File: config.mk
export PLATFORM = sky130hd
export DESIGN_NAME = sjp_swj_port
export DESIGN_NICKNAME = d
export VERILOG_FILES = /design/src/logic/sjp_swj_port.v /design/src/logic/sjp_tap.v
export VERILOG_INCLUDE_DIRS = /design/src /design/src/logic
export SDC_FILE = /design/constraint.sdc
export NUM_CORES = 1
export LEC_CHECK = 0
export BUFFER_PORTS_ARGS = -buffer_cell sky130_fd_sc_hd__buf_2
export CAP_MARGIN = 40
export CORE_MARGIN = 4
export CORE_UTILIZATION = 45
export CTS_BUF_LIST = sky130_fd_sc_hd__clkbuf_4
export CTS_CLUSTER_SIZE = 25
export DETAILED_ROUTE_END_ITERATION = 8
export PLACE_DENSITY_LB_ADDON = 0.08
export SYNTH_ARGS = -nofsm -noshare
export SYNTH_HDL_FRONTEND = slang
export SYNTH_SLANG_ARGS = --single-unit
File: constraint.sdc
create_clock -name i_ref_clk -period 4.6 [get_ports i_ref_clk]
set_input_delay 0.46 -clock i_ref_clk [delete_from_list [all_inputs] [get_ports i_ref_clk]]
set_output_delay 0.46 -clock i_ref_clk [all_outputs]
set_load 0.005 [all_outputs]
File: src/logic/sjp_regs.vh
// Constants for the combined serial-wire / JTAG port front end
`ifndef SJP_REGS_VH
`define SJP_REGS_VH
// Pin indices on the five-pin debug group
`define SJP_PIN_MODE 0
`define SJP_PIN_CLK 1
`define SJP_PIN_TDI 2
`define SJP_PIN_TDO 3
`define SJP_PIN_RST 4
// Pin ownership settings
`define SJP_CFG_FULL 2'h0
`define SJP_CFG_NO_RST 2'h1
`define SJP_CFG_SW_ONLY 2'h2
`define SJP_CFG_RELEASED 2'h3
`define SJP_CFG_RESET 2'h0
// Pins owned per setting
`define SJP_MAP_FULL 5'h1f
`define SJP_MAP_NO_RST 5'h0f
`define SJP_MAP_SW_ONLY 5'h03
`define SJP_MAP_RELEASED 5'h00
// Debug pulls: up on reset, data in and mode; down on clock
`define SJP_DBG_PULL_UP 5'h15
`define SJP_DBG_PULL_DN 5'h02
// Switch sequence framing, in link clock cycles
`define SJP_HI_RUN 6'h32
`define SJP_PATTERN 16'h79e7
`define SJP_PAT_LEN 5'h10
`define SJP_IDLE_LOW 2'h2
// Instruction register widths and codes
`define SJP_BSC_IR_W 5
`define SJP_CORE_IR_W 4
`define SJP_CORE_IDCODE_INS 4'he
`endif

File: src/logic/sjp_swj_port.v
// Combined serial-wire / JTAG debug port front end with pin ownership
`timescale 1ns/10ps
`include "sjp_regs.vh"
module sjp_swj_port
#(
  parameter [`SJP_BSC_IR_W-1:0] BSC_IDCODE_INS = 5'h01,
  parameter [31:0] BSC_ID_VALUE = 32'h00000001, // Arbitrary value
  parameter [31:0] CORE_ID_VALUE = 32'h00000003 // Arbitrary value
)
(
  input wire i_ref_clk,
  input wire i_arst_n,
  input wire i_sys_rst_n,
  input wire [4:0] i_pad_in,
  output reg [4:0] o_pad_out,
  output reg [4:0] o_pad_oe_n,
  output reg [4:0] o_pad_pu,
  output reg [4:0] o_pad_pd,
  input wire [4:0] i_gpio_out,
  input wire [4:0] i_gpio_oe_n,
  input wire [4:0] i_gpio_pu,
  input wire [4:0] i_gpio_pd,
  input wire i_pin_cfg_wr,
  input wire [1:0] i_pin_cfg,
  input wire i_trace_en_wr,
  input wire i_trace_en,
  input wire i_trace_swo,
  input wire i_swd_dout,
  input wire i_swd_doe,
  output reg o_swd_mode,
  output reg o_swd_clk_rise,
  output reg o_swd_din,
  output reg o_swd_line_reset,
  output reg o_swd_idle,
  output wire [`SJP_BSC_IR_W-1:0] o_bsc_ir,
  output wire [`SJP_CORE_IR_W-1:0] o_core_ir
);
  localparam [2:0] SW_OFF = 3'h1;
  localparam [2:0] SW_LRST = 3'h2;
  localparam [2:0] SW_IDLE = 3'h4;
  localparam [1:0] DT_HUNT = 2'h1;
  localparam [1:0] DT_SHIFT = 2'h2;

  function [4:0] owned_pins;
    input [1:0] cfg;
    begin
      case (cfg)
        `SJP_CFG_FULL: owned_pins = `SJP_MAP_FULL;
        `SJP_CFG_NO_RST: owned_pins = `SJP_MAP_NO_RST;
        `SJP_CFG_SW_ONLY: owned_pins = `SJP_MAP_SW_ONLY;
        default: owned_pins = `SJP_MAP_RELEASED;
      endcase
    end
  endfunction

  function [4:0] pick;
    input [4:0] own;
    input [4:0] dbg;
    input [4:0] gpio;
    begin
      pick = (dbg & own) | (gpio & ~own);
    end
  endfunction

  reg [4:0] pad_s1_q;
  reg [4:0] pad_s2_q;
  reg clk_prev_q;
  reg rst_s1_q;
  reg rst_s2_q;
  reg [1:0] cfg_q;
  reg trace_q;
  reg sw_sel_q;
  reg [5:0] hi_cnt_q;
  reg [1:0] lo_cnt_q;
  reg [1:0] det_q;
  reg [15:0] pat_q;
  reg [4:0] pat_cnt_q;
  reg [2:0] sw_st_q;
  wire [4:0] own;
  wire tck_rise;
  wire tck_fall;
  wire tms_s;
  wire hi_run;
  wire [15:0] pat_next;
  wire tap_tms;
  wire tap_trst;
  wire bsc_tdo;
  wire core_tdo;
  wire core_tdo_en;
  reg [4:0] dbg_out;
  reg [4:0] dbg_oe_n;

  assign own = owned_pins(cfg_q);
  // Clock pin edges seen only while the clock pin belongs to debug
  assign tck_rise = own[`SJP_PIN_CLK] & pad_s2_q[`SJP_PIN_CLK] & ~clk_prev_q;
  assign tck_fall = own[`SJP_PIN_CLK] & ~pad_s2_q[`SJP_PIN_CLK] & clk_prev_q;
  assign tms_s = pad_s2_q[`SJP_PIN_MODE];
  assign hi_run = (hi_cnt_q > `SJP_HI_RUN);
  assign pat_next = {pat_q[14:0], tms_s};
  assign tap_tms = sw_sel_q | tms_s;
  assign tap_trst = sw_sel_q | (own[`SJP_PIN_RST] & ~pad_s2_q[`SJP_PIN_RST]);

  // Pads and system reset come from outside this clock
  always @(posedge i_ref_clk or negedge i_arst_n)
  begin
    if (!i_arst_n)
    begin
      pad_s1_q <= 5'h0;
      pad_s2_q <= 5'h0;
      clk_prev_q <= 1'b0;
      rst_s1_q <= 1'b0;
      rst_s2_q <= 1'b0;
    end
    else
    begin
      pad_s1_q <= i_pad_in;
      pad_s2_q <= pad_s1_q;
      clk_prev_q <= pad_s2_q[`SJP_PIN_CLK];
      rst_s1_q <= i_sys_rst_n;
      rst_s2_q <= rst_s1_q;
    end
  end

  // Ownership and trace assignment return to defaults on either reset
  always @(posedge i_ref_clk or negedge i_arst_n)
  begin
    if (!i_arst_n)
    begin
      cfg_q <= `SJP_CFG_RESET;
      trace_q <= 1'b0;
    end
    else if (!rst_s2_q)
    begin
      cfg_q <= `SJP_CFG_RESET;
      trace_q <= 1'b0;
    end
    else
    begin
      if (i_pin_cfg_wr)
        cfg_q <= i_pin_cfg;
      if (i_trace_en_wr)
        trace_q <= i_trace_en;
    end
  end

  // Mode-line run counter, switch detector and serial line state.
  // System reset leaves the port selection alone so the switch can be
  // made while the core is held.
  always @(posedge i_ref_clk or negedge i_arst_n)
  begin
    if (!i_arst_n)
    begin
      sw_sel_q <= 1'b0;
      hi_cnt_q <= 6'h0;
      lo_cnt_q <= 2'h0;
      det_q <= DT_HUNT;
      pat_q <= 16'h0;
      pat_cnt_q <= 5'h0;
      sw_st_q <= SW_OFF;
    end
    else if (tck_rise)
    begin
      if (!tms_s)
        hi_cnt_q <= 6'h0;
      else if (!hi_run)
        hi_cnt_q <= hi_cnt_q + 6'h1;
      if (tms_s)
        lo_cnt_q <= 2'h0;
      else if (lo_cnt_q != `SJP_IDLE_LOW)
        lo_cnt_q <= lo_cnt_q + 2'h1;
      if (!sw_sel_q)
      begin
        case (det_q)
          DT_HUNT:
          begin
            if (hi_run && !tms_s)
            begin
              det_q <= DT_SHIFT;
              pat_q <= pat_next;
              pat_cnt_q <= 5'h1;
            end
          end
          DT_SHIFT:
          begin
            pat_q <= pat_next;
            pat_cnt_q <= pat_cnt_q + 5'h1;
            if (pat_cnt_q == `SJP_PAT_LEN - 5'h1)
            begin
              det_q <= DT_HUNT;
              if (pat_next == `SJP_PATTERN)
              begin
                sw_sel_q <= 1'b1;
                sw_st_q <= SW_LRST;
              end
              // Mismatch waits for a fresh high run
            end
          end
          default: det_q <= DT_HUNT;
        endcase
      end
      else
      begin
        case (sw_st_q)
          SW_LRST:
            if (!tms_s && lo_cnt_q == `SJP_IDLE_LOW - 2'h1)
              sw_st_q <= SW_IDLE;
          SW_IDLE:
            if (tms_s && hi_cnt_q == `SJP_HI_RUN)
              sw_st_q <= SW_LRST;
          default: sw_st_q <= SW_LRST;
        endcase
      end
    end
  end

  // Boundary TAP first, core TAP last: 5+4 instruction bits
  sjp_tap
  #(
    .IR_W(`SJP_BSC_IR_W),
    .IDCODE_INS(BSC_IDCODE_INS),
    .ID_VALUE(BSC_ID_VALUE)
  )
  u_bsc_tap
  (
    .i_ref_clk(i_ref_clk),
    .i_arst_n(i_arst_n),
    .i_trst(tap_trst),
    .i_rise(tck_rise),
    .i_fall(tck_fall),
    .i_tms(tap_tms),
    .i_tdi(pad_s2_q[`SJP_PIN_TDI]),
    .o_tdo(bsc_tdo),
    .o_tdo_en(),
    .o_ir(o_bsc_ir)
  );

  // Core is reached only through the boundary TAP's shift path
  sjp_tap
  #(
    .IR_W(`SJP_CORE_IR_W),
    .IDCODE_INS(`SJP_CORE_IDCODE_INS),
    .ID_VALUE(CORE_ID_VALUE)
  )
  u_core_tap
  (
    .i_ref_clk(i_ref_clk),
    .i_arst_n(i_arst_n),
    .i_trst(tap_trst),
    .i_rise(tck_rise),
    .i_fall(tck_fall),
    .i_tms(tap_tms),
    .i_tdi(bsc_tdo),
    .o_tdo(core_tdo),
    .o_tdo_en(core_tdo_en),
    .o_ir(o_core_ir)
  );

  // Debug-side pad drive; only mode and data-out pins ever drive
  always @*
  begin
    dbg_out = 5'h0;
    dbg_oe_n = 5'h1f;
    if (sw_sel_q)
    begin
      dbg_out[`SJP_PIN_MODE] = i_swd_dout;
      dbg_oe_n[`SJP_PIN_MODE] = ~i_swd_doe;
      dbg_out[`SJP_PIN_TDO] = i_trace_swo;
      dbg_oe_n[`SJP_PIN_TDO] = ~trace_q;
    end
    else
    begin
      dbg_out[`SJP_PIN_TDO] = core_tdo;
      dbg_oe_n[`SJP_PIN_TDO] = ~core_tdo_en;
    end
  end

  always @(posedge i_ref_clk or negedge i_arst_n)
  begin
    if (!i_arst_n)
    begin
      o_pad_out <= 5'h0;
      o_pad_oe_n <= 5'h1f;
      o_pad_pu <= `SJP_DBG_PULL_UP;
      o_pad_pd <= `SJP_DBG_PULL_DN;
      o_swd_mode <= 1'b0;
      o_swd_clk_rise <= 1'b0;
      o_swd_din <= 1'b1;
      o_swd_line_reset <= 1'b0;
      o_swd_idle <= 1'b0;
    end
    else
    begin
      o_pad_out <= pick(own, dbg_out, i_gpio_out);
      o_pad_oe_n <= pick(own, dbg_oe_n, i_gpio_oe_n);
      o_pad_pu <= pick(own, `SJP_DBG_PULL_UP, i_gpio_pu);
      o_pad_pd <= pick(own, `SJP_DBG_PULL_DN, i_gpio_pd);
      o_swd_mode <= sw_sel_q;
      o_swd_clk_rise <= tck_rise & sw_sel_q;
      o_swd_din <= tms_s;
      o_swd_line_reset <= (sw_st_q == SW_LRST);
      o_swd_idle <= (sw_st_q == SW_IDLE);
    end
  end
endmodule

File: src/logic/sjp_tap.v
// One test access port controller with bypass and identification registers
`timescale 1ns/10ps
module sjp_tap
#(
  parameter IR_W = 4,
  parameter [IR_W-1:0] IDCODE_INS = {IR_W{1'b0}},
  parameter [31:0] ID_VALUE = 32'h00000001
)
(
  input wire i_ref_clk,
  input wire i_arst_n,
  input wire i_trst,
  input wire i_rise,
  input wire i_fall,
  input wire i_tms,
  input wire i_tdi,
  output reg o_tdo,
  output reg o_tdo_en,
  output reg [IR_W-1:0] o_ir
);
  localparam [15:0] ST_TLR = 16'h0001;
  localparam [15:0] ST_RTI = 16'h0002;
  localparam [15:0] ST_SDS = 16'h0004;
  localparam [15:0] ST_CDR = 16'h0008;
  localparam [15:0] ST_SHDR = 16'h0010;
  localparam [15:0] ST_E1DR = 16'h0020;
  localparam [15:0] ST_PDR = 16'h0040;
  localparam [15:0] ST_E2DR = 16'h0080;
  localparam [15:0] ST_UDR = 16'h0100;
  localparam [15:0] ST_SIS = 16'h0200;
  localparam [15:0] ST_CIR = 16'h0400;
  localparam [15:0] ST_SHIR = 16'h0800;
  localparam [15:0] ST_E1IR = 16'h1000;
  localparam [15:0] ST_PIR = 16'h2000;
  localparam [15:0] ST_E2IR = 16'h4000;
  localparam [15:0] ST_UIR = 16'h8000;

  reg [15:0] st_q;
  reg [15:0] st_d;
  reg [IR_W-1:0] irsh_q;
  reg [31:0] dr_q;
  wire is_id;

  assign is_id = (o_ir == IDCODE_INS);

  always @*
  begin
    case (st_q)
      ST_TLR: st_d = i_tms ? ST_TLR : ST_RTI;
      ST_RTI: st_d = i_tms ? ST_SDS : ST_RTI;
      ST_SDS: st_d = i_tms ? ST_SIS : ST_CDR;
      ST_CDR: st_d = i_tms ? ST_E1DR : ST_SHDR;
      ST_SHDR: st_d = i_tms ? ST_E1DR : ST_SHDR;
      ST_E1DR: st_d = i_tms ? ST_UDR : ST_PDR;
      ST_PDR: st_d = i_tms ? ST_E2DR : ST_PDR;
      ST_E2DR: st_d = i_tms ? ST_UDR : ST_SHDR;
      ST_UDR: st_d = i_tms ? ST_SDS : ST_RTI;
      ST_SIS: st_d = i_tms ? ST_TLR : ST_CIR;
      ST_CIR: st_d = i_tms ? ST_E1IR : ST_SHIR;
      ST_SHIR: st_d = i_tms ? ST_E1IR : ST_SHIR;
      ST_E1IR: st_d = i_tms ? ST_UIR : ST_PIR;
      ST_PIR: st_d = i_tms ? ST_E2IR : ST_PIR;
      ST_E2IR: st_d = i_tms ? ST_UIR : ST_SHIR;
      ST_UIR: st_d = i_tms ? ST_SDS : ST_RTI;
      default: st_d = ST_TLR;
    endcase
  end

  always @(posedge i_ref_clk or negedge i_arst_n)
  begin
    if (!i_arst_n)
    begin
      st_q <= ST_TLR;
      irsh_q <= {IR_W{1'b0}};
      dr_q <= 32'h0;
      o_ir <= IDCODE_INS;
      o_tdo <= 1'b0;
      o_tdo_en <= 1'b0;
    end
    else if (i_trst)
    begin
      st_q <= ST_TLR;
      o_ir <= IDCODE_INS;
      o_tdo_en <= 1'b0;
    end
    else
    begin
      if (i_rise)
      begin
        st_q <= st_d;
        case (st_q)
          ST_TLR: o_ir <= IDCODE_INS;
          ST_CIR: irsh_q <= {{(IR_W-1){1'b0}}, 1'b1};
          ST_SHIR: irsh_q <= {i_tdi, irsh_q[IR_W-1:1]};
          ST_UIR: o_ir <= irsh_q;
          ST_CDR: dr_q <= is_id ? ID_VALUE : 32'h0;
          ST_SHDR:
          begin
            if (is_id)
              dr_q <= {i_tdi, dr_q[31:1]};
            else
              dr_q <= {31'h0, i_tdi}; // Bypass adds one bit
          end
          default: dr_q <= dr_q;
        endcase
      end
      if (i_fall)
      begin
        o_tdo <= (st_q == ST_SHIR) ? irsh_q[0] : dr_q[0];
        o_tdo_en <= (st_q == ST_SHIR) || (st_q == ST_SHDR);
      end
    end
  end
endmodule

After elaboration in Yosys (flattened, before gate mapping):

Cells that the tools add are included.

* flip-flop bits (word level): 192
* logic and storage cells: 221

* bitwise gates (word level): 27
* add/sub/neg operators: 3
* $lt $le $gt $ge: 1
* reductions and logical operators: 37
* eq/ne operators: 52
* multiplexer cells: 67

Operators by type and width (number)
* one-hot mux 16 bit (12 select lines): 2
* one-hot mux 32 bit (2 select lines): 2
* two-way mux 16 bit: 6
* two-way mux 32 bit: 2
* equality test 16 x 15 -> 1 bit, second input constant: 3
* equality test 16 x 1 -> 1 bit, second input constant: 2
* equality test 16 x 10 -> 1 bit, second input constant: 2
* equality test 16 x 11 -> 1 bit, second input constant: 2
* equality test 16 x 12 -> 1 bit, second input constant: 2
* equality test 16 x 13 -> 1 bit, second input constant: 2
* equality test 16 x 14 -> 1 bit, second input constant: 2
* equality test 16 bit, second input constant: 2
* equality test 16 x 2 -> 1 bit, second input constant: 2
* equality test 16 x 3 -> 1 bit, second input constant: 2
* equality test 16 x 4 -> 1 bit, second input constant: 2
* equality test 16 x 5 -> 1 bit, second input constant: 2
* equality test 16 x 6 -> 1 bit, second input constant: 2
* equality test 16 x 7 -> 1 bit, second input constant: 2
* equality test 16 x 8 -> 1 bit, second input constant: 2
* equality test 16 x 9 -> 1 bit, second input constant: 2
* two-way mux 15 bit: 2
* one-hot mux 15 bit (2 select lines): 1
* one-hot mux 5 bit (2 select lines): 3
* AND 5 bit: 5
* other kinds (48): 131

Logic depth before layout (Yosys ltp):

* depth after elaboration: 6
* depth in mapped cells: 8
* depth with buffers taken out: 8

Modules after synthesis:

Synthesis repeated with hierarchy kept, for this count alone.

* cell total of the unflattened synthesis: 889
* area total of the unflattened synthesis: 8785.9 sq um

Modules (own cells, without submodules)
* sjp_swj_port: seq. area each 1841.8 sq um, area each 2982.9 sq um, cells each 235, instances 1
* sjp_tap (u_bsc_tap): seq. area each 1503.9 sq um, area each 2982.9 sq um, cells each 332, instances 1
* sjp_tap (u_core_tap): seq. area each 1456.4 sq um, area each 2820.2 sq um, cells each 322, instances 1

Worst setup path after synthesis:

Ideal clock, no wire load.

* path kind: reg2reg
* from: reg hi_cnt_q[0]
* to: reg pat_q[10]
* path buffers: 1
* stages on the path, launching flop included: 8
* setup time: 125 ps
* arrival: 2276 ps
* slack: 2200 ps
* data required time: 4475 ps
* clock period less this slack: 2400 ps
* cells stage by stage: dfrtp_1 > inv_1 > ha_1 > nor2b_1 > o211ai_1 > a2111oi_2 > clkbuf_1 > mux2_2

* word-level cells in the longest chain between the ends: 4

Ends and longest elaborated chain
* from (decl): line sjp_swj_port.v:73 `reg [5:0] hi_cnt_q;`
* from (signal assigned): line sjp_swj_port.v:166 `hi_cnt_q <= hi_cnt_q + 6'h1;`
* > comparator 6 bit (no source line)
* logical AND 1 bit: line sjp_swj_port.v:176 `if (hi_run && !tms_s)`
* != test 2 bit (no source line)
* AND reduction 4 bit (no source line)
* to (signal assigned): line sjp_swj_port.v:179 `pat_q <= pat_next;`
* to (signal assigned): line sjp_swj_port.v:185 `pat_q <= pat_next;`
* to (decl): line sjp_swj_port.v:76 `reg [15:0] pat_q;`

Every way passes these cells.
A chain may end at the register's enable or synchronous reset.

Final worst setup path:

* from: reg u_bsc_tap.st_q[5]
* to: reg u_bsc_tap.o_ir[3]

* word-level cells in the longest chain between the ends: 4
* elaborated cells on any way between the ends: 7
* classes of those cells: eq/ne: 2; mux: 3; reduce/logical: 2

Ends and longest elaborated chain
* from (decl): line sjp_tap.v:38 `reg [15:0] st_q;`
* from (signal assigned): line sjp_tap.v:90 `st_q <= st_d;`
* equality test 16 bit / equality test 16 x 1 -> 1 bit (equally long branches): line sjp_tap.v:91 `case (st_q)`
* one-hot mux 5 bit (2 select lines): line sjp_tap.v:91
* two-way mux 5 bit: line sjp_tap.v:88 `if (i_rise)`
* two-way mux 5 bit: line sjp_tap.v:80 `else if (i_trst)`
* to (signal assigned): line sjp_tap.v:95 `ST_UIR: o_ir <= irsh_q;`
* to (decl): line sjp_tap.v:19 `output reg [IR_W-1:0] o_ir`

Several ways; a longest one is shown, not always the timed one. The select of a mux whose other input is x is not followed.

==> results.txt <==
The run finished with clean final reports. The number of enable-type register cells in the synthesized netlist came out at 0. For this configuration, the core starts out at a cell density of 0.459.

The synthesized netlist contains 64 unique library cells. The number of cells traversed by the worst register-to-register path is 5. The total setup buffers inserted after CTS came out at 0. dfrtp_1 takes more of the synthesized area than any other cell. Using the TritonRoute via totals, the vias-per-cell ratio works out to 5.68. The design draws 3.15 mW.

The most critical setup path has its endpoint at u_bsc_tap.o_ir[3]. The maximum fanout encountered on the critical timing path is 10. The placer's final routability congestion estimate came out at 0.819. The final hold violation count came to 0. Dividing the final minimum period by the clock period gives 0.617. The vertical die dimension is 144 um. The transition time at the pin with the least slew margin is 817 ps.

The number of antenna violations at the first check in global routing came out at 1. The worst hold path passes through 2 cells. Among all cell types in the netlist, the one instantiated most often is dfrtp_1. The number of global-route vias before repair is 5,836. The maximum vdd ir drop came out at 161 uV.

The share of synthesized area in the top cell type comes to 0.520. The cell class contributing the biggest share of worst-path delay is simple AND/OR/NAND/NOR gates. The placed wire-length estimate is 11,700 um. The portion of total power attributed to the clock network came out at 0.302. The share of flip-flops with an asynchronous set or reset came out at 1.00. The max-capacitance violation count came out at 0. In this run the clock root is driven by a clkbuf_4. The area added between synthesis and finish came out at 12.0%.

The slowest cell on the critical path is or4_2. By area the synthesized netlist is led by dfrtp_1 52%, a22o_1 7.2%, dfstp_2 5.7%, mux2_2 2.6%, mux2i_1 2.1%. The number of standard cells after synthesis is 717. The pin count of the biggest net entering global routing came out at 81.

The level count of the clock H-tree came out at 4. Across every metal layer, demand over resource in global routing totals 0.175. The share of total power in combinational logic came out at 0.118. The number of buffers inserted during clock tree synthesis is 17. The total negative setup slack is 0 ps. Sorting the synthesized cells by how often they occur yields 172 x dfrtp_1, 68 x a22o_1, 45 x nand2_1. The combined area of all synthesized cells came out at 8280 um2.

STA puts the critical path data required time at 5030 ps. The number of core rows is 49. The final layout net count came out at 835.

Gates resized during post-CTS repair numbered 0. The critical path starts at u_bsc_tap.st_q[5]. The headroom to the max-slew limit is 0.453. The count of state elements after synthesis is 190. The mean instance size in the synthesized netlist came out at 11.5 um2.

The reg-to-reg critical path endpoint is u_bsc_tap.o_ir[3]. The worst clock skew came out at 25.7 ps. The origin of the critical flop-to-flop path is u_bsc_tap.st_q[5]. The biggest cell delay along the critical path is 760 ps. The flop-to-flop setup slack came out at 1760 ps. The number of port buffers came out at 68.

TritonCTS built the clock tree. The total leakage power came out at 4.30 nW. The clock insertion delay at the later pin of the skew report is 560 ps. The clock transition at the registers of the reported paths is 170 ps.

The final cell count without fillers is 1,034. The number of cells in the design after placement is 991. The number of hold buffers added after CTS was 7. The power density over cell area is 340 nW/um2. After layout, the worst setup slack is 1760 ps. The design internal power came out at 2.27 mW.

Setup repair after global routing left no endpoint under its margin. The total overflow left after global routing is 0. The worst endpoint data arrival time came out at 3270 ps. The routed wire length came out at 17,300 um.

In the final layout, the share of cells above drive strength 1 is 0.216. The clock passes through at most 2 buffers. The number of vias in the routed layout came out at 5,870. Traced cell by cell, the critical path runs through or4_2 > nor4_1 > nor3b_1 > a21oi_1 > mux2i_1. Setup violations remaining at the end of the flow were counted as 0. The number of warnings issued by yosys came out at 0. The sequential fraction of the synthesis area is 0.577. The violation count after the first detailed-routing iteration came out at 341. The per-cell routed wire length is 16.7 um. The maximum clock frequency is 0.353 GHz. The antenna violation net count after detailed routing is 0. The tightest hold path in the finished design has a slack of 86.7 ps. The global-route wire length before repair is 29,200 um.

The total number of clock tree sinks is 190. The critical path is of the flop to flop type. The type of destination of the critical path is a flop. The die extent in x came out at 144 um. The area of the multi-input gates came out at 3210 um2. The switching fraction of total power is 0.278. The number of remaining DRC errors is 0. The flip-flop and latch area is 4780 um2. The worst setup slack after placement is 1810 ps. The core area came out at 18,000 um2. The most used flip-flop cell after synthesis is dfrtp_1. The sequential share of power is 0.580.

The logic depth of the worst setup path including buffers came out at 5. The top-level port count is 70. The net switching component of the power came out at 0.874 mW. The final critical path time including I/O delays and setup is 2840 ps. In this run the worst hold path is classified as primary input to flop. The final count of pins violating max slew came to 0.

The buffer and inverter count on the worst path is 0. STA classifies the critical path startpoint as a flop. The count of fill cells added during filler insertion is 1,615. Synthesis produced a netlist with a net count of 761. The die area is 20,600 um2. The first-pass iteration count of the detailed router is 5.
[power groups by stage]
stage	Sequential (mW)	Combinational (mW)	Clock [mW]
finish	1.83	0.372	0.950
global route	1.84	0.419	1.07
CTS	1.83	0.374	0.992
detailed placement	1.86	0.369	0
global placement	1.85	0.345	0
floorplan	1.83	0.240	0
[cell families (layout without fill, tap and decap cells)]
group / after synthesis / after routing / share of synthesized area
compound gates: 168 / 168 / 0.149
xor+xnor: 15 / 15 / 0.0159
fa+ha+maj: 8 / 8 / 0.0121
buf+inv: 66 / 153 / 0.0376
flops: 190 / 190 / 0.577
mux: 36 / 36 / 0.0464
other cells: 0 / 1 / 0
simple gates: 234 / 234 / 0.161
[how the worst min path moves through the flow]
stage / startpoint / endpoint / slack (ps)
2_1_floorplan: i_arst_n / cfg_q[0] / 160
6_report: i_gpio_pu[2] / o_pad_pu[2] / 90
3_5_place_dp: pad_s1_q[2] / pad_s2_q[2] / 340
4_1_cts: i_gpio_pu[4] / o_pad_pu[4] / 9
3_3_place_gp: pad_s1_q[2] / pad_s2_q[2] / 330
5_1_grt: i_gpio_pu[2] / o_pad_pu[2] / 10
[metrics by stage]
| stage | area (um2) | utilization |
|---|---|---|
| floorplan | 8280 | - |
| global placement | 8820 | 0.489 |
| detailed placement | 8860 | 0.492 |
| CTS | 9240 | 0.512 |
| global route | 9270 | 0.514 |
| finish | 9270 | 0.514 |
[per-layer routing]
layer	up-vias	share of wire	GRT usage
li1	2772	-	-
met1	2938	0.48	0.252
met2	148	0.46	0.272
met3	12	0.050	0.0386
met4	0	0.0091	0.0451
met5	-	0	0
[flip-flops by register name (all words and copies together), names as in the netlist, 2 cells and up]
signal             count
pat_cnt_q              5
u_core_tap.irsh_q      4
u_bsc_tap.irsh_q       5
lo_cnt_q               2
o_pad_out              5
u_core_tap.dr_q       32
pat_q                 15
u_core_tap.o_ir        4
pad_s2_q               4
o_pad_oe_n             5
u_bsc_tap.st_q        16
o_pad_pd               5
hi_cnt_q               6
pad_s1_q               4
cfg_q                  2
u_bsc_tap.o_ir         5
o_pad_pu               5
sw_st_q                3
u_core_tap.st_q       16
det_q                  2
u_bsc_tap.dr_q        32
[layout make-up]
| type | count | area share |
|---|---|---|
| sequential | 190 | 0.515 |
| tap | 229 | 0.0309 |
| clock buffer | 18 | 0.0146 |
| multi-input combinational | 461 | 0.346 |
| clock inverter | 14 | 0.0185 |
| antenna | 1 | 0.000270 |
| timing repair buffer | 89 | 0.0614 |
| inverter | 32 | 0.0130 |
[layout by cell type, fill, tap and decap left out, types with 18 or more instances in the layout]
cell type and n:
nor2_1 41, inv_1 32, a21oi_1 20, nand2_1 45
mux2_2 19, dfstp_2 18, o21ai_0 32, dfrtp_1 172
clkbuf_4 18, a22o_1 68, buf_2 67
Note: power is estimated with default switching activity, not from simulation.
